$ cat src/include/scrs_regs.svh
// What this block does
// - select code 1010 loads temp ADC control
// - ADC clock is PFD clock over divider
// - ADC divider taken from DB13:DB6
// - unprogrammed reference factor behaves as one
// - DB5 set with DB4 set starts conversion on write
// - DB4 set powers the temperature ADC
// - select code 1100 loads resync timeout
// - DB31:DB16 counts PFD clocks before resync
// - frequency changes only on register 0 write
// - primary modulus fixed at two to 24
// - PFD is reference times doubler over R, T
// - low four bits select target register
//
// Purpose: constants of the synthesizer configuration register sequencer
// Assumes: 32-bit words, four-bit select code in the lowest bits
// Notes: field positions of the reference word are local choices
`ifndef SCRS_REGS_SVH
`define SCRS_REGS_SVH
`define SCRS_SEL_INT 4'h0
`define SCRS_SEL_FRAC 4'h1
`define SCRS_SEL_AUXILIARY_MODULUS 4'h2
`define SCRS_SEL_REF 4'h4
`define SCRS_SEL_TEMP_ADC 4'ha
`define SCRS_SEL_FIXED 4'hb
`define SCRS_SEL_RESYNC 4'hc
`define SCRS_NUM_WORDS 13
`define SCRS_ADC_DIV_HI 13
`define SCRS_ADC_DIV_LO 6
`define SCRS_CONVERT_BIT 5
`define SCRS_ADC_POWER_BIT 4
`define SCRS_RESYNC_HI 31
`define SCRS_RESYNC_LO 16
`define SCRS_REF_R_HI 24
`define SCRS_REF_R_LO 15
`define SCRS_REF_DOUBLER_BIT 26
`define SCRS_REF_HALF_BIT 25
`define SCRS_PRIMARY_FRACTION_HI 27
`define SCRS_PRIMARY_FRACTION_LO 4
`define SCRS_MODULUS_BITS 24
`define SCRS_CONV_CYCLES 5'h10
`define SCRS_WORD_RESET 32'h00000000
`endif

$ cat src/include/scrs_pkg.sv
// Purpose: types of the synthesizer configuration register sequencer
// Assumes: constants come from scrs_regs.svh
// Notes: the module state apart from the reset synchronizer is one packed struct
package scrs_pkg;
    typedef struct packed {
        logic [2:0] sync_sclk;
        logic [2:0] sync_sdata;
        logic [2:0] sync_le;
        logic [2:0] sync_ref;
        logic sclk;
        logic sdata;
        logic le;
        logic ref_in;
        logic [31:0] shift;
        logic [12:0][31:0] staged;
        logic [12:0] written;
        logic [31:0] act_int;
        logic [31:0] act_frac;
        logic [31:0] act_auxiliary_modulus;
        logic [31:0] act_ref;
        logic ref_loaded;
        logic commit;
        logic [10:0] ref_cnt;
        logic pfd_tick;
        logic [7:0] adc_cnt;
        logic adc_tick;
        logic [4:0] conv_cnt;
        logic conv_start;
        logic resync_arm;
        logic [15:0] resync_cnt;
        logic resync;
        logic [23:0] frac_acc;
        logic frac_carry;
    } scrs_state_t;
endpackage

$ cat src/logic/scrs_top.sv
// Purpose: serial configuration registers of a fractional-N synthesizer
// Assumes: serial pins and reference input are asynchronous to i_clock
// Notes: ticks of the PFD and ADC clocks are one-cycle enables on i_clock
`timescale 1ns/1ps
`include "scrs_regs.svh"
module scrs_top
(
    input wire logic i_clock,
    input wire logic i_rstn,
    input wire logic i_sclk,
    input wire logic i_sdata,
    input wire logic i_le,
    input wire logic i_ref,
    output logic [31:0] o_int_word,
    output logic [31:0] o_frac_word,
    output logic [31:0] o_auxiliary_modulus_word,
    output logic [31:0] o_ref_word,
    output logic [31:0] o_temp_adc_control,
    output logic [31:0] o_fixed_reserved_word,
    output logic [31:0] o_resync_timeout_control,
    output logic o_commit,
    output logic o_pfd_tick,
    output logic o_adc_tick,
    output logic [7:0] o_temp_adc_divider,
    output logic o_temp_adc_power,
    output logic o_convert_start,
    output logic o_convert_busy,
    output logic o_resync,
    output logic o_frac_carry
);
    logic [1:0] rst_sync;
    logic rst_n;
    scrs_pkg::scrs_state_t q;
    scrs_pkg::scrs_state_t next_q;

    function automatic logic [10:0] ref_limit(input logic [31:0] w, input logic loaded);
        logic [9:0] r;
        logic [10:0] f;
        r = w[`SCRS_REF_R_HI:`SCRS_REF_R_LO];
        if (!loaded || r == 10'h000)
        begin
            r = 10'h001;
        end
        f = {1'b0, r};
        if (w[`SCRS_REF_HALF_BIT])
        begin
            f = {r, 1'b0};
        end
        return f;
    endfunction

    always_ff @(posedge i_clock or negedge i_rstn)
    begin
        if (!i_rstn)
        begin
            rst_sync <= 2'h0;
        end
        else
        begin
            rst_sync <= {rst_sync[0], 1'b1};
        end
    end
    assign rst_n = rst_sync[1];

    always_comb
    begin
        logic [31:0] word;
        logic [3:0] sel;
        logic ref_edge;
        logic [24:0] sum;
        word = q.shift;
        sel = q.shift[3:0];
        ref_edge = 1'b0;
        sum = 25'h0;
        next_q = q;
        next_q.commit = 1'b0;
        next_q.pfd_tick = 1'b0;
        next_q.adc_tick = 1'b0;
        next_q.conv_start = 1'b0;
        next_q.resync = 1'b0;
        next_q.frac_carry = 1'b0;

        // pins pass three flops; a change counts once the last two agree
        next_q.sync_sclk = {q.sync_sclk[1:0], i_sclk};
        next_q.sync_sdata = {q.sync_sdata[1:0], i_sdata};
        next_q.sync_le = {q.sync_le[1:0], i_le};
        next_q.sync_ref = {q.sync_ref[1:0], i_ref};
        if (q.sync_sclk[2] == q.sync_sclk[1])
        begin
            next_q.sclk = q.sync_sclk[2];
        end
        if (q.sync_sdata[2] == q.sync_sdata[1])
        begin
            next_q.sdata = q.sync_sdata[2];
        end
        if (q.sync_le[2] == q.sync_le[1])
        begin
            next_q.le = q.sync_le[2];
        end
        if (q.sync_ref[2] == q.sync_ref[1])
        begin
            next_q.ref_in = q.sync_ref[2];
        end

        if (next_q.sclk && !q.sclk)
        begin
            next_q.shift = {q.shift[30:0], q.sdata};
        end

        if (next_q.le && !q.le)
        begin
            if (sel < 4'(`SCRS_NUM_WORDS))
            begin
                next_q.staged[sel] = word;
                next_q.written[sel] = 1'b1;
            end
            if (sel == `SCRS_SEL_INT)
            begin
                next_q.commit = 1'b1;
                next_q.act_int = word;
                next_q.act_frac = q.staged[`SCRS_SEL_FRAC];
                next_q.act_auxiliary_modulus = q.staged[`SCRS_SEL_AUXILIARY_MODULUS];
                next_q.act_ref = q.staged[`SCRS_SEL_REF];
                next_q.ref_loaded = q.written[`SCRS_SEL_REF];
                next_q.resync_arm = 1'b1;
                next_q.resync_cnt = q.staged[`SCRS_SEL_RESYNC][`SCRS_RESYNC_HI:`SCRS_RESYNC_LO];
            end
            if (sel == `SCRS_SEL_TEMP_ADC)
            begin
                if (word[`SCRS_CONVERT_BIT] && word[`SCRS_ADC_POWER_BIT])
                begin
                    next_q.conv_start = 1'b1;
                    next_q.conv_cnt = `SCRS_CONV_CYCLES;
                end
            end
        end

        if (q.act_ref[`SCRS_REF_DOUBLER_BIT])
        begin
            ref_edge = next_q.ref_in != q.ref_in;
        end
        else
        begin
            ref_edge = next_q.ref_in && !q.ref_in;
        end
        if (ref_edge)
        begin
            if (q.ref_cnt + 11'h001 >= ref_limit(q.act_ref, q.ref_loaded))
            begin
                next_q.ref_cnt = 11'h000;
                next_q.pfd_tick = 1'b1;
            end
            else
            begin
                next_q.ref_cnt = q.ref_cnt + 11'h001;
            end
        end

        if (q.pfd_tick && q.staged[`SCRS_SEL_TEMP_ADC][`SCRS_ADC_POWER_BIT])
        begin
            if (q.adc_cnt + 8'h01 >= q.staged[`SCRS_SEL_TEMP_ADC][`SCRS_ADC_DIV_HI:`SCRS_ADC_DIV_LO])
            begin
                next_q.adc_cnt = 8'h00;
                // a zero divider keeps the converter stopped
                next_q.adc_tick = q.staged[`SCRS_SEL_TEMP_ADC][`SCRS_ADC_DIV_HI:`SCRS_ADC_DIV_LO] != 8'h00;
            end
            else
            begin
                next_q.adc_cnt = q.adc_cnt + 8'h01;
            end
        end

        if (q.adc_tick && q.conv_cnt != 5'h00 && !next_q.conv_start)
        begin
            next_q.conv_cnt = q.conv_cnt - 5'h01;
        end

        if (q.pfd_tick && q.resync_arm && !next_q.commit)
        begin
            if (q.resync_cnt <= 16'h0001)
            begin
                next_q.resync = 1'b1;
                next_q.resync_arm = 1'b0;
                next_q.resync_cnt = 16'h0000;
            end
            else
            begin
                next_q.resync_cnt = q.resync_cnt - 16'h0001;
            end
        end

        if (q.pfd_tick)
        begin
            sum = {1'b0, q.frac_acc} + {1'b0, q.act_frac[`SCRS_PRIMARY_FRACTION_HI:`SCRS_PRIMARY_FRACTION_LO]};
            next_q.frac_acc = sum[`SCRS_MODULUS_BITS-1:0];
            next_q.frac_carry = sum[`SCRS_MODULUS_BITS];
        end
    end

    always_ff @(posedge i_clock or negedge rst_n)
    begin
        if (!rst_n)
        begin
            q <= '0;
        end
        else
        begin
            q <= next_q;
        end
    end

    assign o_int_word = q.act_int;
    assign o_frac_word = q.act_frac;
    assign o_auxiliary_modulus_word = q.act_auxiliary_modulus;
    assign o_ref_word = q.act_ref;
    assign o_temp_adc_control = q.staged[`SCRS_SEL_TEMP_ADC];
    assign o_fixed_reserved_word = q.staged[`SCRS_SEL_FIXED];
    assign o_resync_timeout_control = q.staged[`SCRS_SEL_RESYNC];
    assign o_commit = q.commit;
    assign o_pfd_tick = q.pfd_tick;
    assign o_adc_tick = q.adc_tick;
    assign o_temp_adc_divider = q.staged[`SCRS_SEL_TEMP_ADC][`SCRS_ADC_DIV_HI:`SCRS_ADC_DIV_LO];
    assign o_temp_adc_power = q.staged[`SCRS_SEL_TEMP_ADC][`SCRS_ADC_POWER_BIT];
    assign o_convert_start = q.conv_start;
    assign o_convert_busy = q.conv_cnt != 5'h00;
    assign o_resync = q.resync;
    assign o_frac_carry = q.frac_carry;
endmodule

$ cat config.mk
export PLATFORM = sky130hd
export DESIGN_NAME = scrs_top
export DESIGN_NICKNAME = d
export VERILOG_FILES = /design/src/include/scrs_pkg.sv /design/src/logic/scrs_top.sv
export VERILOG_INCLUDE_DIRS = /design/src /design/src/include
export SDC_FILE = /design/constraint.sdc
export NUM_CORES = 1
export LEC_CHECK = 0
export BUFFER_PORTS_ARGS = -buffer_cell sky130_fd_sc_hd__buf_2
export CORE_MARGIN = 1
export CORE_UTILIZATION = 55
export CTS_CLUSTER_SIZE = 25
export DETAILED_ROUTE_END_ITERATION = 8
export PLACE_DENSITY = 0.76
export SYNTH_ARGS = -nofsm -noshare
export SYNTH_HDL_FRONTEND = slang
export SYNTH_SLANG_ARGS = --single-unit
$ cat constraint.sdc
create_clock -name i_clock -period 14.9 [get_ports i_clock]
set_input_delay 3.725 -clock i_clock [delete_from_list [all_inputs] [get_ports i_clock]]
set_output_delay 3.725 -clock i_clock [all_outputs]
set_load 0.01 [all_outputs]
Yosys cells after proc, flatten, opt, wreduce, memory -nomap -nowiden:

Cells that the tools add are included.

* div/mod/pow operators: 0
* bitwise operators: 1
* equal/unequal tests: 6
* shifts and indexed selects: 0
* reduce and logical (&&, ||, !) cells: 30
* mux-type cells: 30
* add/sub/neg operators: 5
* order comparisons: 6
* multipliers: 0

Operator list (number)
* $bwmux W416: 1
* $demux W32 S4: 1
* $mux W11: 3
* $mux W32: 1
* $add A24 B24 Y25: 1
* $mux W23: 1
* $mux W18: 1
* $mux W17: 1
* $le A16 B1 Y1 const B: 1
* $mux W16: 1
* $sub A16 B1 Y16 const B: 1
* $mux W1: 14
* $or A13 B13 Y13: 1
* $mux W6: 2
* $add A11 B1 Y11 const B: 1
* $ge A11 B11 Y1: 1
* $logic_and A1 B1 Y1: 10
* $logic_not A10 Y1: 1
* $mux W10: 1
* $reduce_bool A2 Y1: 5
* $add A8 B1 Y8 const B: 1
* $ge A8 B8 Y1: 1
* $mux W8: 1
* $reduce_bool A8 Y1: 1
* 15 further kinds: 25

* bits of input ports: 6
* latch bits: 0
* memories: 0
* register bits after elaboration: 679
* RAM bits: 0
* bits in read-only memories: 0
* word-level logic and storage cells: 119

Logic depth before layout (Yosys ltp):

Gate-level depths: netlist of run 1.

* depth in word-level cells: 8
* gate-level depth with buffers: 12
* depth with buffers taken out: 11

Worst setup path before layout of run 1:

No wires, ideal clock.

* kind: register to output
* from: register q[44] (netlist bit)
* to: output port o_convert_busy
* arrival time: 0.763 ns
* buffers on the path: 0
* cell stages (with the launch flop): 4
* path slack: 10.412 ns
* path through: dfrtp_1 -> inv_1 -> ha_1 -> nand3b_1

* longest elaborated chain between the ends: 1

RTL lines
* from (decl): line scrs_top.sv:33 `scrs_pkg::scrs_state_t q;`
* from (signal assigned): line scrs_top.sv:208 `q <= next_q;`
* $reduce_bool A5 Y1: line scrs_top.sv:225 `assign o_convert_busy = q.conv_cnt != 5'h00;`
* to (decl): line scrs_top.sv:27 `output logic o_convert_busy,`

No other way between the ends.

Final worst setup path of run 1:

Same ends and word-level chain as after synthesis.

==> reports/summary.txt, run 1 <==
ROUTING
----------------------------------------------------------------------------------
Vias                                                                         12800
DRC violations left                                                              0
Routed Antenna Nets                                                              0
Via-to-Cell Ratio                                                             5.43
Initial detailed-routing violation count                                       684
Wirelength per Cell                                                        18.6 µm
Count of TritonRoute iterations in the first routing pass                        5
Detailed-route wire length                                                44000 µm

SYNTHESIS
----------------------------------------------------------------------------------
Net count after synthesis                                                     1915
Cell type with the highest aggregate area in the netlist              sky130_fd_sc_hd__dfrtp_1
Share of the synthesized netlist area taken by xor and xnor gates           0.0163
Number of library cell types mapped by synthesis                                61
Synth Area in Adders                                                        0.0330
Compound-cell area share of the yosys netlist                               0.0505
Syn. warnings                                                                    0
Post-Syn Area                                                           0.0204 mm²
Most used flip-flop cell after synthesis                              sky130_fd_sc_hd__dfrtp_1
Area share of and/or/nand/nor cells after synthesis                          0.128
Async set-reset flop share out of synthesis                                   1.00
Flip-flop and latch count after synthesis                                      443
Most area-consuming cells after synthesis                             sky130_fd_sc_hd__dfrtp_1 (54%), sky130_fd_sc_hd__mux2_2 (12%), sky130_fd_sc_hd__buf_4 (8.7%)
Dominant combinational cell family by area after synthesis            simple AND/OR/NAND/NOR gates
Multiplexer area fraction after synthesis                                    0.123
Post-synthesis average cell area                                          11.0 µm²
Number of instances in the synthesized netlist                                1859
Area fraction of the dominant cell type after synthesis                      0.544
Sequential element share of the synthesized area                             0.544
Post-synth EDFFs                                                                 0

TIMING
----------------------------------------------------------------------------------
Period Utilization, post-route                                               0.352
Relative max-transition margin                                               0.270
Slew of the pin with the lowest slew margin                                1.09 ns
Minimum period implied by the final worst setup slack                      5.25 ns
RSZ-0062 raised after global routing                                            no
Fmax                                                                       191 MHz
Post-Route Setup TNS                                                          0 ns
Final Setup Violations                                                           0
Final Hold Violating Endpoints                                                   0
Max-slew violation count                                                         0
Fin Clk Skew                                                             0.0172 ns
Crit path setup slack, layout                                              9.65 ns

LAYOUT
----------------------------------------------------------------------------------
Area delta synth->final                                                      7.05%
Post-route core utilization                                                  0.598
Count of fill cells added during filler insertion                             2958
Finished Layout Cells                                                         2363
Share of final-layout standard cells stronger than drive strength 1          0.300
Nets@finish                                                                   1916
Diode insertion count for antenna repair                                         0

DIE
----------------------------------------------------------------------------------
Placeable Area                                                          0.0365 mm²
Die area                                                                0.0378 mm²
Starting Density                                                             0.558
Die height                                                                  195 µm
Row count                                                                       70
Number of top-level pins                                                       246
Horiz. Die Dim                                                              195 µm

JOB
----------------------------------------------------------------------------------
Number of max-cap violations                                                     0

CLOCK NETWORK
----------------------------------------------------------------------------------
Insertion delay to the later sink of the worst-skew pair                   0.56 ns
Clock-pin slew on the worst setup and hold paths                           0.06 ns
Max clock buf depth                                                              3
Total of hold buffers inserted after clock tree synthesis                        0
CTS-repair resized insts                                                         0
Num Clock Sinks                                                                443
Number of buffers inserted by post-CTS setup repair                              0
CTS root buf                                                          sky130_fd_sc_hd__clkbuf_16
CTS buffer count                                                                46
H-Tree Depth                                                                     2
TritonCTS clock tree                                                           yes

POWER AND IR DROP
----------------------------------------------------------------------------------
Ratio of total power to cell area                                       121 mW/mm²
Maximum resistive drop on vdd                                            0.0836 mV
Cell leakage power                                                         12.1 nW

SETUP PATH
----------------------------------------------------------------------------------
CP Launch Type                                                            register
Kind of end point of the critical path                                  output pin
Critical path type                                                    register to output pin
Arrival time of the worst setup path                                       1.52 ns
Biggest fanout along the worst timing path                                       3
Critical Path RT                                                          11.18 ns

GLOBAL ROUTE
----------------------------------------------------------------------------------
Total Routing Usage GR                                                       0.236
Overall overflow remaining after global route                                    0
First-pass GRT wire length                                                70100 µm
Antenna violations before repair                                                 0
Number of global-route vias before repair                                    13000
Pin count of the biggest net entering global routing                           188

STATUS
----------------------------------------------------------------------------------
Result of the run                                                     finished clean

PLACE
----------------------------------------------------------------------------------
Routability cong.                                                            0.852
Worst setup slack before clock tree synthesis                             10.21 ns
Dpl cells                                                                     2280
Number of input and output port buffers inserted                               245
Detailed placement HPWL                                                   28600 µm

HOLD PATH
----------------------------------------------------------------------------------
Class of the worst hold path                                          register to asynchronous set/reset pin

-- worst max-delay path, cell delays in order (launching register included) --
cell and delay (ns):
sky130_fd_sc_hd__dfrtp_1 0.38, sky130_fd_sc_hd__inv_1 0.09, sky130_fd_sc_hd__ha_1 0.21, sky130_fd_sc_hd__nand3b_1 0.13, sky130_fd_sc_hd__buf_2 0.17
-- synthesized netlist by cell type (5+ instances only) --
cell type                  count
sky130_fd_sc_hd__nor2b_1       5
sky130_fd_sc_hd__a31oi_1       6
sky130_fd_sc_hd__nand3b_1      6
sky130_fd_sc_hd__dfrtp_1     443
sky130_fd_sc_hd__nor3_1       13
sky130_fd_sc_hd__a21o_1       17
sky130_fd_sc_hd__xnor2_1      23
sky130_fd_sc_hd__a221o_1      10
sky130_fd_sc_hd__and2_1       19
sky130_fd_sc_hd__buf_2        17
sky130_fd_sc_hd__nor4_1       14
sky130_fd_sc_hd__and3_1        7
sky130_fd_sc_hd__o211ai_1      8
sky130_fd_sc_hd__clkbuf_1     47
sky130_fd_sc_hd__nand2b_1     21
sky130_fd_sc_hd__mux2_2      221
sky130_fd_sc_hd__o21ai_0      57
sky130_fd_sc_hd__nand2_1     450
sky130_fd_sc_hd__xor2_1       15
sky130_fd_sc_hd__nor2_1       33
sky130_fd_sc_hd__buf_1         6
sky130_fd_sc_hd__buf_4       235
sky130_fd_sc_hd__nand3_1      18
sky130_fd_sc_hd__nor3b_1       5
sky130_fd_sc_hd__nand4_1       8
sky130_fd_sc_hd__inv_1        19
sky130_fd_sc_hd__ha_1         49
sky130_fd_sc_hd__a21oi_1      37
-- layout by cell type, fill, tap and decap left out, types with 6 or more instances in the layout --
cell	netlist	final
sky130_fd_sc_hd__dfrtp_1	443	442
sky130_fd_sc_hd__and2_1	19	19
sky130_fd_sc_hd__xnor2_1	23	23
sky130_fd_sc_hd__a221o_1	10	10
sky130_fd_sc_hd__buf_4	235	14
sky130_fd_sc_hd__nand3b_1	6	6
sky130_fd_sc_hd__a31oi_1	6	6
sky130_fd_sc_hd__a21o_1	17	17
sky130_fd_sc_hd__xor2_1	15	15
sky130_fd_sc_hd__clkbuf_1	47	12
sky130_fd_sc_hd__mux2_2	221	221
sky130_fd_sc_hd__o21ai_0	57	56
sky130_fd_sc_hd__o211ai_1	8	8
sky130_fd_sc_hd__inv_1	19	18
sky130_fd_sc_hd__ha_1	49	49
sky130_fd_sc_hd__nand3_1	18	17
sky130_fd_sc_hd__a21oi_1	37	37
sky130_fd_sc_hd__nor2_1	33	33
sky130_fd_sc_hd__buf_2	17	245
sky130_fd_sc_hd__clkbuf_16	0	47
sky130_fd_sc_hd__nand4_1	8	8
sky130_fd_sc_hd__nor4_1	14	13
sky130_fd_sc_hd__clkbuf_8	0	9
sky130_fd_sc_hd__nand2b_1	21	21
sky130_fd_sc_hd__nand2_1	450	449
sky130_fd_sc_hd__nor3_1	13	13
sky130_fd_sc_hd__and3_1	7	7
-- registers in the layout (all words and copies together) (netlist names), 2 cells and up --
name	count
q	203
o_auxiliary_modulus_word	32
next_q	8
o_frac_word	32
o_resync_timeout_control	32
o_ref_word	32
o_temp_adc_control	32
o_int_word	32
rst_sync	2
o_fixed_reserved_word	32
-- through the flow --
stage / total power [mW] / area (µm²) / hold slack (ns)
global route: 2.73 / 21800 / 0.360
finish: 2.64 / 21800 / 0.325
global placement: 1.49 / 20300 / 0.336
detailed placement: 1.50 / 20300 / 0.335
floorplan: 1.45 / 20400 / 0.331
CTS: 2.67 / 21800 / 0.349
-- per-layer routing --
metal | track usage | vias up | share of wire
met5 | 0 | - | 0
met4 | 0.0805 | 0 | 0.026
met3 | 0.0460 | 75 | 0.051
met2 | 0.382 | 279 | 0.47
met1 | 0.319 | 6512 | 0.45
li1 | - | 5968 | -
-- final cells by class --
class | instances | area [µm²] | share of cell area
clock buffer | 68 | 1350 | 0.0616
clock inverter | 15 | 195 | 0.00894
inverter | 20 | 77.6 | 0.00355
multi-input combinational | 1089 | 7180 | 0.329
sequential | 443 | 11100 | 0.508
tap | 468 | 586 | 0.0268
timing repair buffer | 260 | 1350 | 0.0619
-- logic make-up after synthesis --
kind of cell,Yosys count
compound gates,161
other cells,1
flops,443
fa+ha+maj,54
mux,223
xor+xnor,38
simple gates,612
buf+inv,327
-- where the power goes --
group	total (mW)	leakage [nW]	internal, mW	switching [mW]
registers	1.32	6.12	1.25	0.0639
clock network	1.16	0.751	0.695	0.469
logic	0.156	5.21	0.0617	0.0942
-- worst paths after layout --
kind | start | end | slack (ns) | cells past startpoint
setup reg to reg | q[662]$_DFF_PN0_ | o_frac_word[10]$_DFFE_PN0P_ | 11.09 | 7
hold reg to reg | rst_sync[1]$_DFF_PN0_ | q[303]$_DFFE_PN0P_ | 0.32 | 0
setup / recovery | q[44]$_DFFE_PN0P_ | o_convert_busy | 9.65 | 4
min in group i_clock | next_q[675]$_DFF_PN0_ | next_q[676]$_DFF_PN0_ | 0.35 | 0
hold / removal | rst_sync[1]$_DFF_PN0_ | q[303]$_DFFE_PN0P_ | 0.32 | 0
max in group asynchronous | i_rstn | rst_sync[1]$_DFF_PN0_ | 11.85 | 1
No activity file was read; power rests on OpenSTA's default activity.
==> run 2: changes to the inputs <==
--- a/config.mk
+++ b/config.mk
@@ -6,6 +6,7 @@
 export SDC_FILE = /design/constraint.sdc
 export NUM_CORES = 1
 export LEC_CHECK = 0
+export ABC_AREA = 1
 export BUFFER_PORTS_ARGS = -buffer_cell sky130_fd_sc_hd__buf_2
 export CORE_MARGIN = 1
 export CORE_UTILIZATION = 55
==> constraint.sdc (replaced) <==
create_clock -name i_clock -period 4.9 [get_ports i_clock]
set_input_delay 1.225 -clock i_clock [delete_from_list [all_inputs] [get_ports i_clock]]
set_output_delay 1.225 -clock i_clock [all_outputs]
set_load 0.01 [all_outputs]
==> run 2 against run 1 <==
  * Register-to-register slack got worse by 9.1 ns
  * Final area rose by 1.7%
  * Worst hold slack improved by 0.022 ns
  * Clock power rose to 3.1 times the previous value
  * Die area rose by 2.1%
  * Sequential share of layout area fell by 0.83 points
  * Largest cell class unchanged
  * Critical path depth rose by 1
  * Clock skew rose by 0.015 ns
  * Global-route usage rose by 3.8 points
  * Critical endpoint unchanged
  * Area after synthesis rose by 2.1%
  * Clock-buffer cell count fell by 7
  * Cell count rose by 25%
==> reports/summary.txt, run 2 <==
DIE
----------------------------------------------------------------------------------
Row count                                                                       70   unchanged
Number of top-level pins                                                       246   unchanged
Starting Density                                                             0.563   +0.00490
Die area                                                                0.0386 mm²   +2.1%
Placeable Area                                                          0.0370 mm²   +1.2%
Horiz. Die Dim                                                              197 µm   +1.0%
Die height                                                                  197 µm   +1.0%

SYNTHESIS
----------------------------------------------------------------------------------
Number of library cell types mapped by synthesis                                39   -36%
Post-synthesis average cell area                                          8.55 µm²   -22%
Post-Syn Area                                                           0.0208 mm²   +2.1%
Cell type with the highest aggregate area in the netlist              sky130_fd_sc_hd__dfrtp_1
Multiplexer area fraction after synthesis                                        0   -0.123
Flip-flop and latch count after synthesis                                      443   unchanged
Synth top cells by count                                              sky130_fd_sc_hd__nand2_1 (847), sky130_fd_sc_hd__dfrtp_1 (443), sky130_fd_sc_hd__o21ai_0 (260), sky130_fd_sc_hd__buf_4 (239), sky130_fd_sc_hd__inv_1 (202)
Sequential element share of the synthesized area                             0.533   -0.0111
Compound-cell area share of the yosys netlist                               0.0799   +0.0294
Area fraction of the dominant cell type after synthesis                      0.533   -0.0111
Most used flip-flop cell after synthesis                              sky130_fd_sc_hd__dfrtp_1
Area share of and/or/nand/nor cells after synthesis                          0.205   +0.0765
Post-synth EDFFs                                                                 0   unchanged
Most area-consuming cells after synthesis                             sky130_fd_sc_hd__dfrtp_1 (53%), sky130_fd_sc_hd__nand2_1 (15%), sky130_fd_sc_hd__buf_4 (8.6%)
Share of the synthesized netlist area taken by xor and xnor gates           0.0101   -0.00623
Number of instances in the synthesized netlist                                2434   +31%
Net count after synthesis                                                     2490   +30%
Count leader, synth                                                   sky130_fd_sc_hd__nand2_1
Syn. warnings                                                                    0   unchanged
Async set-reset flop share out of synthesis                                   1.00   unchanged
Synth Area in Adders                                                        0.0323   -0.000675
Dominant combinational cell family by area after synthesis            simple AND/OR/NAND/NOR gates

CLOCK NETWORK
----------------------------------------------------------------------------------
Number of buffers inserted by post-CTS setup repair                              0   unchanged
Max clock buf depth                                                              3   unchanged
TritonCTS clock tree                                                           yes
Num Clock Sinks                                                                443   unchanged
Clock-pin slew on the worst setup and hold paths                           0.05 ns   about the same
Insertion delay to the later sink of the worst-skew pair                   0.58 ns   +0.02 ns
CTS buffer count                                                                46   unchanged
Total of hold buffers inserted after clock tree synthesis                        0   unchanged
CTS-repair resized insts                                                         0   unchanged
CTS root buf                                                          sky130_fd_sc_hd__clkbuf_16
H-Tree Depth                                                                     2   unchanged

ROUTING
----------------------------------------------------------------------------------
DRC violations left                                                              0   unchanged
Routed Antenna Nets                                                              0   unchanged
Via-to-Cell Ratio                                                             5.23   -3.7%
Initial detailed-routing violation count                                      1203   +76%
Vias                                                                         15500   +21%
Wirelength per Cell                                                        17.3 µm   -6.9%
Count of TritonRoute iterations in the first routing pass                        6   +1
Detailed-route wire length                                                51300 µm   +16%

GLOBAL ROUTE
----------------------------------------------------------------------------------
First-pass GRT wire length                                                81500 µm   +16%
Total Routing Usage GR                                                       0.274   +0.0381
Number of global-route vias before repair                                    15000   +16%
Pin count of the biggest net entering global routing                           123   -35%
Overall overflow remaining after global route                                    0   unchanged
Antenna violations before repair                                                 5   +5

SETUP PATH
----------------------------------------------------------------------------------
Dominant delay contributor by cell family on the critical path        simple AND/OR/NAND/NOR gates
Arrival time of the worst setup path                                       1.81 ns   +0.29 ns
Total buffers and inverters traversed by the critical path                       2   unchanged
Biggest fanout along the worst timing path                                       3   unchanged
CP Launch Type                                                            register
Kind of end point of the critical path                                  output pin
CP Cell Sequence                                                      inv_1 > ha_1 > nand3_1 > or2_2 > buf_2
Worst-path cell with the longest stage delay                          sky130_fd_sc_hd__dfrtp_1
Worst stage delay on the critical path                                     0.38 ns   about the same
Critical path type                                                    register to output pin
Critical Path RT                                                           3.67 ns   -7.51 ns

TIMING
----------------------------------------------------------------------------------
Period Utilization, post-route                                               0.620
Fin Clk Skew                                                             0.0324 ns   +0.0152 ns
RSZ-0062 raised after global routing                                            no
Final Hold Violating Endpoints                                                   0   unchanged
Relative max-transition margin                                               0.264   -0.00666
Final Setup Violations                                                           0   unchanged
Minimum period implied by the final worst setup slack                      3.04 ns
Fmax                                                                       329 MHz
Slew of the pin with the lowest slew margin                                1.10 ns   +0.00998 ns
Crit path setup slack, layout                                              1.86 ns   -7.79 ns
Post-Route Setup TNS                                                          0 ns   unchanged
Max-slew violation count                                                         0   unchanged

POWER AND IR DROP
----------------------------------------------------------------------------------
Ratio of total power to cell area                                       384 mW/mm²   +220%
Maximum resistive drop on vdd                                             0.301 mV   +260%
Cell leakage power                                                         12.1 nW   +0.14%

PLACE
----------------------------------------------------------------------------------
Number of input and output port buffers inserted                               245   unchanged
Worst setup slack before clock tree synthesis                              2.05 ns   -8.16 ns
Detailed placement HPWL                                                   34300 µm   +20%
Routability cong.                                                            0.920   +8.1%

HOLD PATH
----------------------------------------------------------------------------------
Class of the worst hold path                                          register to register

LAYOUT
----------------------------------------------------------------------------------
Biggest register                                                                 q
Max reg flops                                                                  203   unchanged
Most common cell after layout, fill and taps aside                    sky130_fd_sc_hd__nand2_1
Commonest cells after routing, fill and taps aside                    sky130_fd_sc_hd__nand2_1 (842), sky130_fd_sc_hd__dfrtp_1 (442), sky130_fd_sc_hd__o21ai_0 (260), sky130_fd_sc_hd__buf_2 (245), sky130_fd_sc_hd__inv_1 (202)
Nets@finish                                                                   2478   +29%
Multi-input logic area                                                 0.00683 mm²   -4.9%
Footprint of the flip-flops and latches                                 0.0111 mm²   unchanged
Area delta synth->final                                                      6.61%
Count of fill cells added during filler insertion                             3273   +11%
Share of final-layout standard cells stronger than drive strength 1          0.142   -0.158

JOB
----------------------------------------------------------------------------------
Number of max-cap violations                                                     0   unchanged

STATUS
----------------------------------------------------------------------------------
Result of the run                                                     finished clean

## run 2: through the flow
| stage | instance area [µm²] | util | hold slack, ns | total power, mW | std cells |
|---|---|---|---|---|---|
| floorplan | 20800 | - | 0.331 | 4.72 | 2434 |
| global placement | 20700 | 0.559 | 0.336 | 4.99 | 2878 |
| detailed placement | 20700 | 0.559 | 0.336 | 5.02 | 2878 |
| CTS | 22200 | 0.600 | 0.350 | 8.59 | 2955 |
| global route | 22200 | 0.600 | 0.354 | 8.83 | 2956 |
| finish | 22200 | 0.600 | 0.347 | 8.51 | 2957 |
## run 2: worst reg2reg max path: stages (launching register included)
cell and delay (ns):
sky130_fd_sc_hd__dfrtp_1 0.41, sky130_fd_sc_hd__nor4_1 0.31, sky130_fd_sc_hd__nand3_1 0.24, sky130_fd_sc_hd__nand2_1 0.26, sky130_fd_sc_hd__o21ai_0 0.14, sky130_fd_sc_hd__nand2_1 0.12, sky130_fd_sc_hd__ha_1 0.24, sky130_fd_sc_hd__nand2_1 0.08
sky130_fd_sc_hd__inv_1 0.06, sky130_fd_sc_hd__nand3_1 0.07, sky130_fd_sc_hd__a31oi_1 0.08, sky130_fd_sc_hd__nor2_1 0.31, sky130_fd_sc_hd__nand2_1 0.25, sky130_fd_sc_hd__o21ai_0 0.22
## run 2: metal layers
metal,wire length (µm),global-route usage,up-vias
li1,-,-,7394
met1,22400,0.377,7456
met3,3650,0.0534,119
met5,13,0.0128,-
met2,22800,0.418,502
met4,2360,0.133,2
## run 2: power by group
group,internal [mW],switching (mW)
clock network,2.13,1.43
registers,3.90,0.159
logic,0.226,0.669
## run 2: path summary, 6_finish.rpt
path / startpoint / endpoint / slack, ns / depth (start not counted)
setup / recovery: q[44]$_DFFE_PN0P_ / o_convert_busy / 1.86 / 5
max in group asynchronous: rst_sync[1]$_DFF_PN0_ / o_ref_word[26]$_DFFE_PN0P_ / 3.22 / 1
setup reg to reg: o_ref_word[21]$_DFFE_PN0P_ / q[59]$_DFFE_PN0N_ / 2.02 / 13
hold reg to reg: rst_sync[0]$_DFF_PN0_ / rst_sync[1]$_DFF_PN0_ / 0.35 / 0
hold / removal: rst_sync[0]$_DFF_PN0_ / rst_sync[1]$_DFF_PN0_ / 0.35 / 0
min in group asynchronous: rst_sync[1]$_DFF_PN0_ / q[640]$_DFFE_PN0P_ / 0.44 / 0
## run 2: layout make-up
class | count | area share
sequential | 443 | 0.500
clock inverter | 16 | 0.00964
timing repair buffer | 254 | 0.0600
inverter | 207 | 0.0351
tap | 504 | 0.0284
clock buffer | 61 | 0.0591
multi-input combinational | 1470 | 0.308
antenna | 2 | 0.000226
## run 2: kinds of logic (layout without fill, tap and decap cells)
kind of cell               count (synthesis)  count (layout)
and+or+nand+nor                         1065            1065
buffers and inverters                    521             538
DFF                                      443             443
AOI/OAI and AO/OA                        326             326
adders and majority gates                 54              54
xor gates and xnor gates                  24              24
other                                      1               3
==> run 3: changes to the inputs <==
==> constraint.sdc (replaced) <==
create_clock -name i_clock -period 3 [get_ports i_clock]
set_input_delay 0.75 -clock i_clock [delete_from_list [all_inputs] [get_ports i_clock]]
set_output_delay 0.75 -clock i_clock [all_outputs]
set_load 0.01 [all_outputs]
==> run 3 against run 2 <==
  * Sequential power is 63% higher
  * Clock power increased by 64%
  * Non-clock buffer count grew 16
  * Largest cell class unchanged
  * Critical path type unchanged
  * Combinational power rose by 64%
  * Cell count up 0.57%
  * Clock skew shrank 0.0031 ns
  * Largest power group unchanged
==> reports/summary.txt, run 3 (synthesized netlist as in run 2, its figures left out) <==
PLACE
----------------------------------------------------------------------------------
Routability cong.                                                            0.950   +3.2%
Number of input and output port buffers inserted                               245   unchanged
Detailed placement HPWL                                                   35000 µm   +2.0%
Cell area after placement                                               0.0208 mm²   +0.73%

CLOCK NETWORK
----------------------------------------------------------------------------------
Insertion delay to the later sink of the worst-skew pair                   0.60 ns   +0.02 ns
CTS root buf                                                          sky130_fd_sc_hd__clkbuf_16
Clock-pin slew on the worst setup and hold paths                           0.06 ns   about the same
Max clock buf depth                                                              3   unchanged
Num Clock Sinks                                                                443   unchanged
CTS buffer count                                                                45   -2.2%
Number of buffers inserted by post-CTS setup repair                              0   unchanged
TritonCTS clock tree                                                           yes
H-Tree Depth                                                                     2   unchanged

DIE
----------------------------------------------------------------------------------
Horiz. Die Dim                                                              197 µm   unchanged
Number of top-level pins                                                       246   unchanged
Placeable Area                                                          0.0370 mm²   unchanged
Starting Density                                                             0.563   unchanged
Die height                                                                  197 µm   unchanged
Die area                                                                0.0386 mm²   unchanged
Row count                                                                       70   unchanged

GLOBAL ROUTE
----------------------------------------------------------------------------------
Pin count of the biggest net entering global routing                           114   -7.3%
Number of global-route vias before repair                                    14800   -0.82%
First-pass GRT wire length                                                81400 µm   -0.12%
Global routing's busiest layer                                                met2
Met2 Use GR                                                                  0.422   +0.00407
Antenna violations before repair                                                 2   -3
Total Routing Usage GR                                                       0.274   about the same
Overall overflow remaining after global route                                    0   unchanged
GR Util met1                                                                 0.381   +0.00436
Fraction of met3 tracks used by global routing                              0.0548   +0.00137

TIMING
----------------------------------------------------------------------------------
Final Setup Violations                                                           0   unchanged
RSZ-0062 raised after global routing                                            no
Post-Route Setup TNS                                                          0 ns   unchanged
Fmax                                                                       389 MHz
Final Hold Violating Endpoints                                                   0   unchanged
Slew of the pin with the lowest slew margin                                1.08 ns   -0.0254 ns
Minimum period implied by the final worst setup slack                      2.57 ns
Period Utilization, post-route                                               0.857
Fin Clk Skew                                                             0.0293 ns   -0.00312 ns
Max-slew violation count                                                         0   unchanged
Relative max-transition margin                                               0.281   +0.0169

LAYOUT
----------------------------------------------------------------------------------
Share of final-layout standard cells stronger than drive strength 1          0.149   +0.00700
Diode insertion count for antenna repair                                         0   -2
Final instance area                                                     0.0224 mm²   +0.81%
Footprint of the flip-flops and latches                                 0.0111 mm²   unchanged
Most common cell after layout, fill and taps aside                    sky130_fd_sc_hd__nand2_1
Multi-input logic area                                                 0.00683 mm²   about the same
Count of fill cells added during filler insertion                             3271   -0.061%
Max reg flops                                                                  203   unchanged
Biggest register                                                                 q
Nets@finish                                                                   2493   +0.61%
Area delta synth->final                                                      7.47%
Commonest cells after routing, fill and taps aside                    sky130_fd_sc_hd__nand2_1 (841), sky130_fd_sc_hd__dfrtp_1 (442), sky130_fd_sc_hd__o21ai_0 (260), sky130_fd_sc_hd__buf_2 (245), sky130_fd_sc_hd__inv_1 (202)

ROUTING
----------------------------------------------------------------------------------
DRC violations left                                                              0   unchanged
Vias                                                                         15400   -0.38%
Detailed-route wire length                                                51600 µm   +0.67%
Initial detailed-routing violation count                                      1103   -8.3%
Routed Antenna Nets                                                              0   unchanged
Via-to-Cell Ratio                                                             5.18   -0.95%
Count of TritonRoute iterations in the first routing pass                        6   unchanged
Wirelength per Cell                                                        17.4 µm   about the same

SETUP PATH
----------------------------------------------------------------------------------
CP Launch Type                                                            register
Register-to-register path setup slack                                      0.46 ns   -1.56 ns
Arrival time of the worst setup path                                       1.82 ns   about the same
CP Cell Sequence                                                      inv_1 > ha_1 > nand3_1 > or2_2 > buf_2
Critical Path RT                                                           2.25 ns   -1.42 ns
Endpoint of the lowest-slack register-to-register path                q[62]$_DFFE_PN0N_
Worst reg2reg path startpoint                                         q[60]$_DFFE_PN0N_
Biggest fanout along the worst timing path                                       3   unchanged
Worst-path cell with the longest stage delay                          sky130_fd_sc_hd__dfrtp_1
Critical path type                                                    register to output pin
Worst stage delay on the critical path                                     0.39 ns   about the same
R2r worst-path depth                                                            11   -2
Kind of end point of the critical path                                  output pin

HOLD PATH
----------------------------------------------------------------------------------
Hold Crit Start                                                               i_le
Class of the worst hold path                                          input pin to register
Capture endpoint of the worst hold path                               next_q[669]$_DFF_PN0_
Cell count of the worst hold path                                                1   +1

JOB
----------------------------------------------------------------------------------
Number of max-cap violations                                                     0   unchanged

STATUS
----------------------------------------------------------------------------------
Result of the run                                                     finished clean

POWER AND IR DROP
----------------------------------------------------------------------------------
Cell leakage power                                                         12.2 nW   +0.71%
Ratio of total power to cell area                                       624 mW/mm²   +63%
Maximum resistive drop on vdd                                             0.436 mV   +45%

-- run 3: how the worst max path moves through the flow --
stage | start | endpoint | slack, ns | cells past startpoint
after floorplan | rst_sync[1]$_DFF_PN0_ | next_q[666]$_DFF_PN0_ | -1.34 | 0
after global placement | o_ref_word[21]$_DFFE_PN0P_ | q[59]$_DFFE_PN0N_ | 0.42 | 11
after detailed placement | o_ref_word[21]$_DFFE_PN0P_ | q[64]$_DFFE_PN0N_ | 0.38 | 11
after CTS | o_ref_word[21]$_DFFE_PN0P_ | q[62]$_DFFE_PN0N_ | 0.35 | 12
after global routing | o_ref_word[21]$_DFFE_PN0P_ | q[64]$_DFFE_PN0N_ | 0.08 | 11
final | q[44]$_DFFE_PN0P_ | o_convert_busy | 0.43 | 5
-- run 3: power breakdown --
group          switching [mW]  total, mW  internal, mW
Clock                    2.47       5.85          3.38
Combinational            1.08       1.47         0.387
Sequential              0.265       6.63          6.37
-- run 3: routing by layer --
layer | routed length (µm) | part of all wire
met2 | 23300 | 0.45
met4 | 2050 | 0.040
met3 | 3300 | 0.064
met5 | 0 | 0
met1 | 23000 | 0.45
-- run 3: metrics by stage --
stage / power (mW) / setup WS, ns / hold slack [ns] / utilization / instances
2_1_floorplan: 7.71 / -1.34 / 0.331 / - / 2434
5_1_grt: 14.5 / 0.0808 / 0.231 / 0.605 / 2974
3_5_place_dp: 8.22 / 0.385 / 0.336 / 0.563 / 2893
3_3_place_gp: 8.16 / 0.415 / 0.332 / 0.563 / 2893
4_1_cts: 14.1 / 0.350 / 0.230 / 0.605 / 2974
6_report: 14.0 / 0.428 / 0.252 / 0.605 / 2974
-- run 3: critical path: cells and delay by family, from the launching register on --
kind                       cells  cell delay [ns]
adders and majority gates      1             0.19
DFF                            1             0.39
buffers and inverters          2             0.24
and+or+nand+nor                2             0.40
-- run 3: layout make-up --
class / instances / area share
multi-input cells: 1470 / 0.305
inverters: 207 / 0.0348
well taps: 504 / 0.0282
clock buffers: 58 / 0.0552
flip-flops and latches: 443 / 0.496
clock inverters: 22 / 0.0140
repair buffers: 270 / 0.0667
-- run 3: repair_timing --
item / 4_1_cts / 5_1_grt
endpoints found under the setup margin: 0 / 2
gates resized for setup: 0 / 1
hold buffers: 1 / 0
endpoints found under the hold margin: 2 / 0
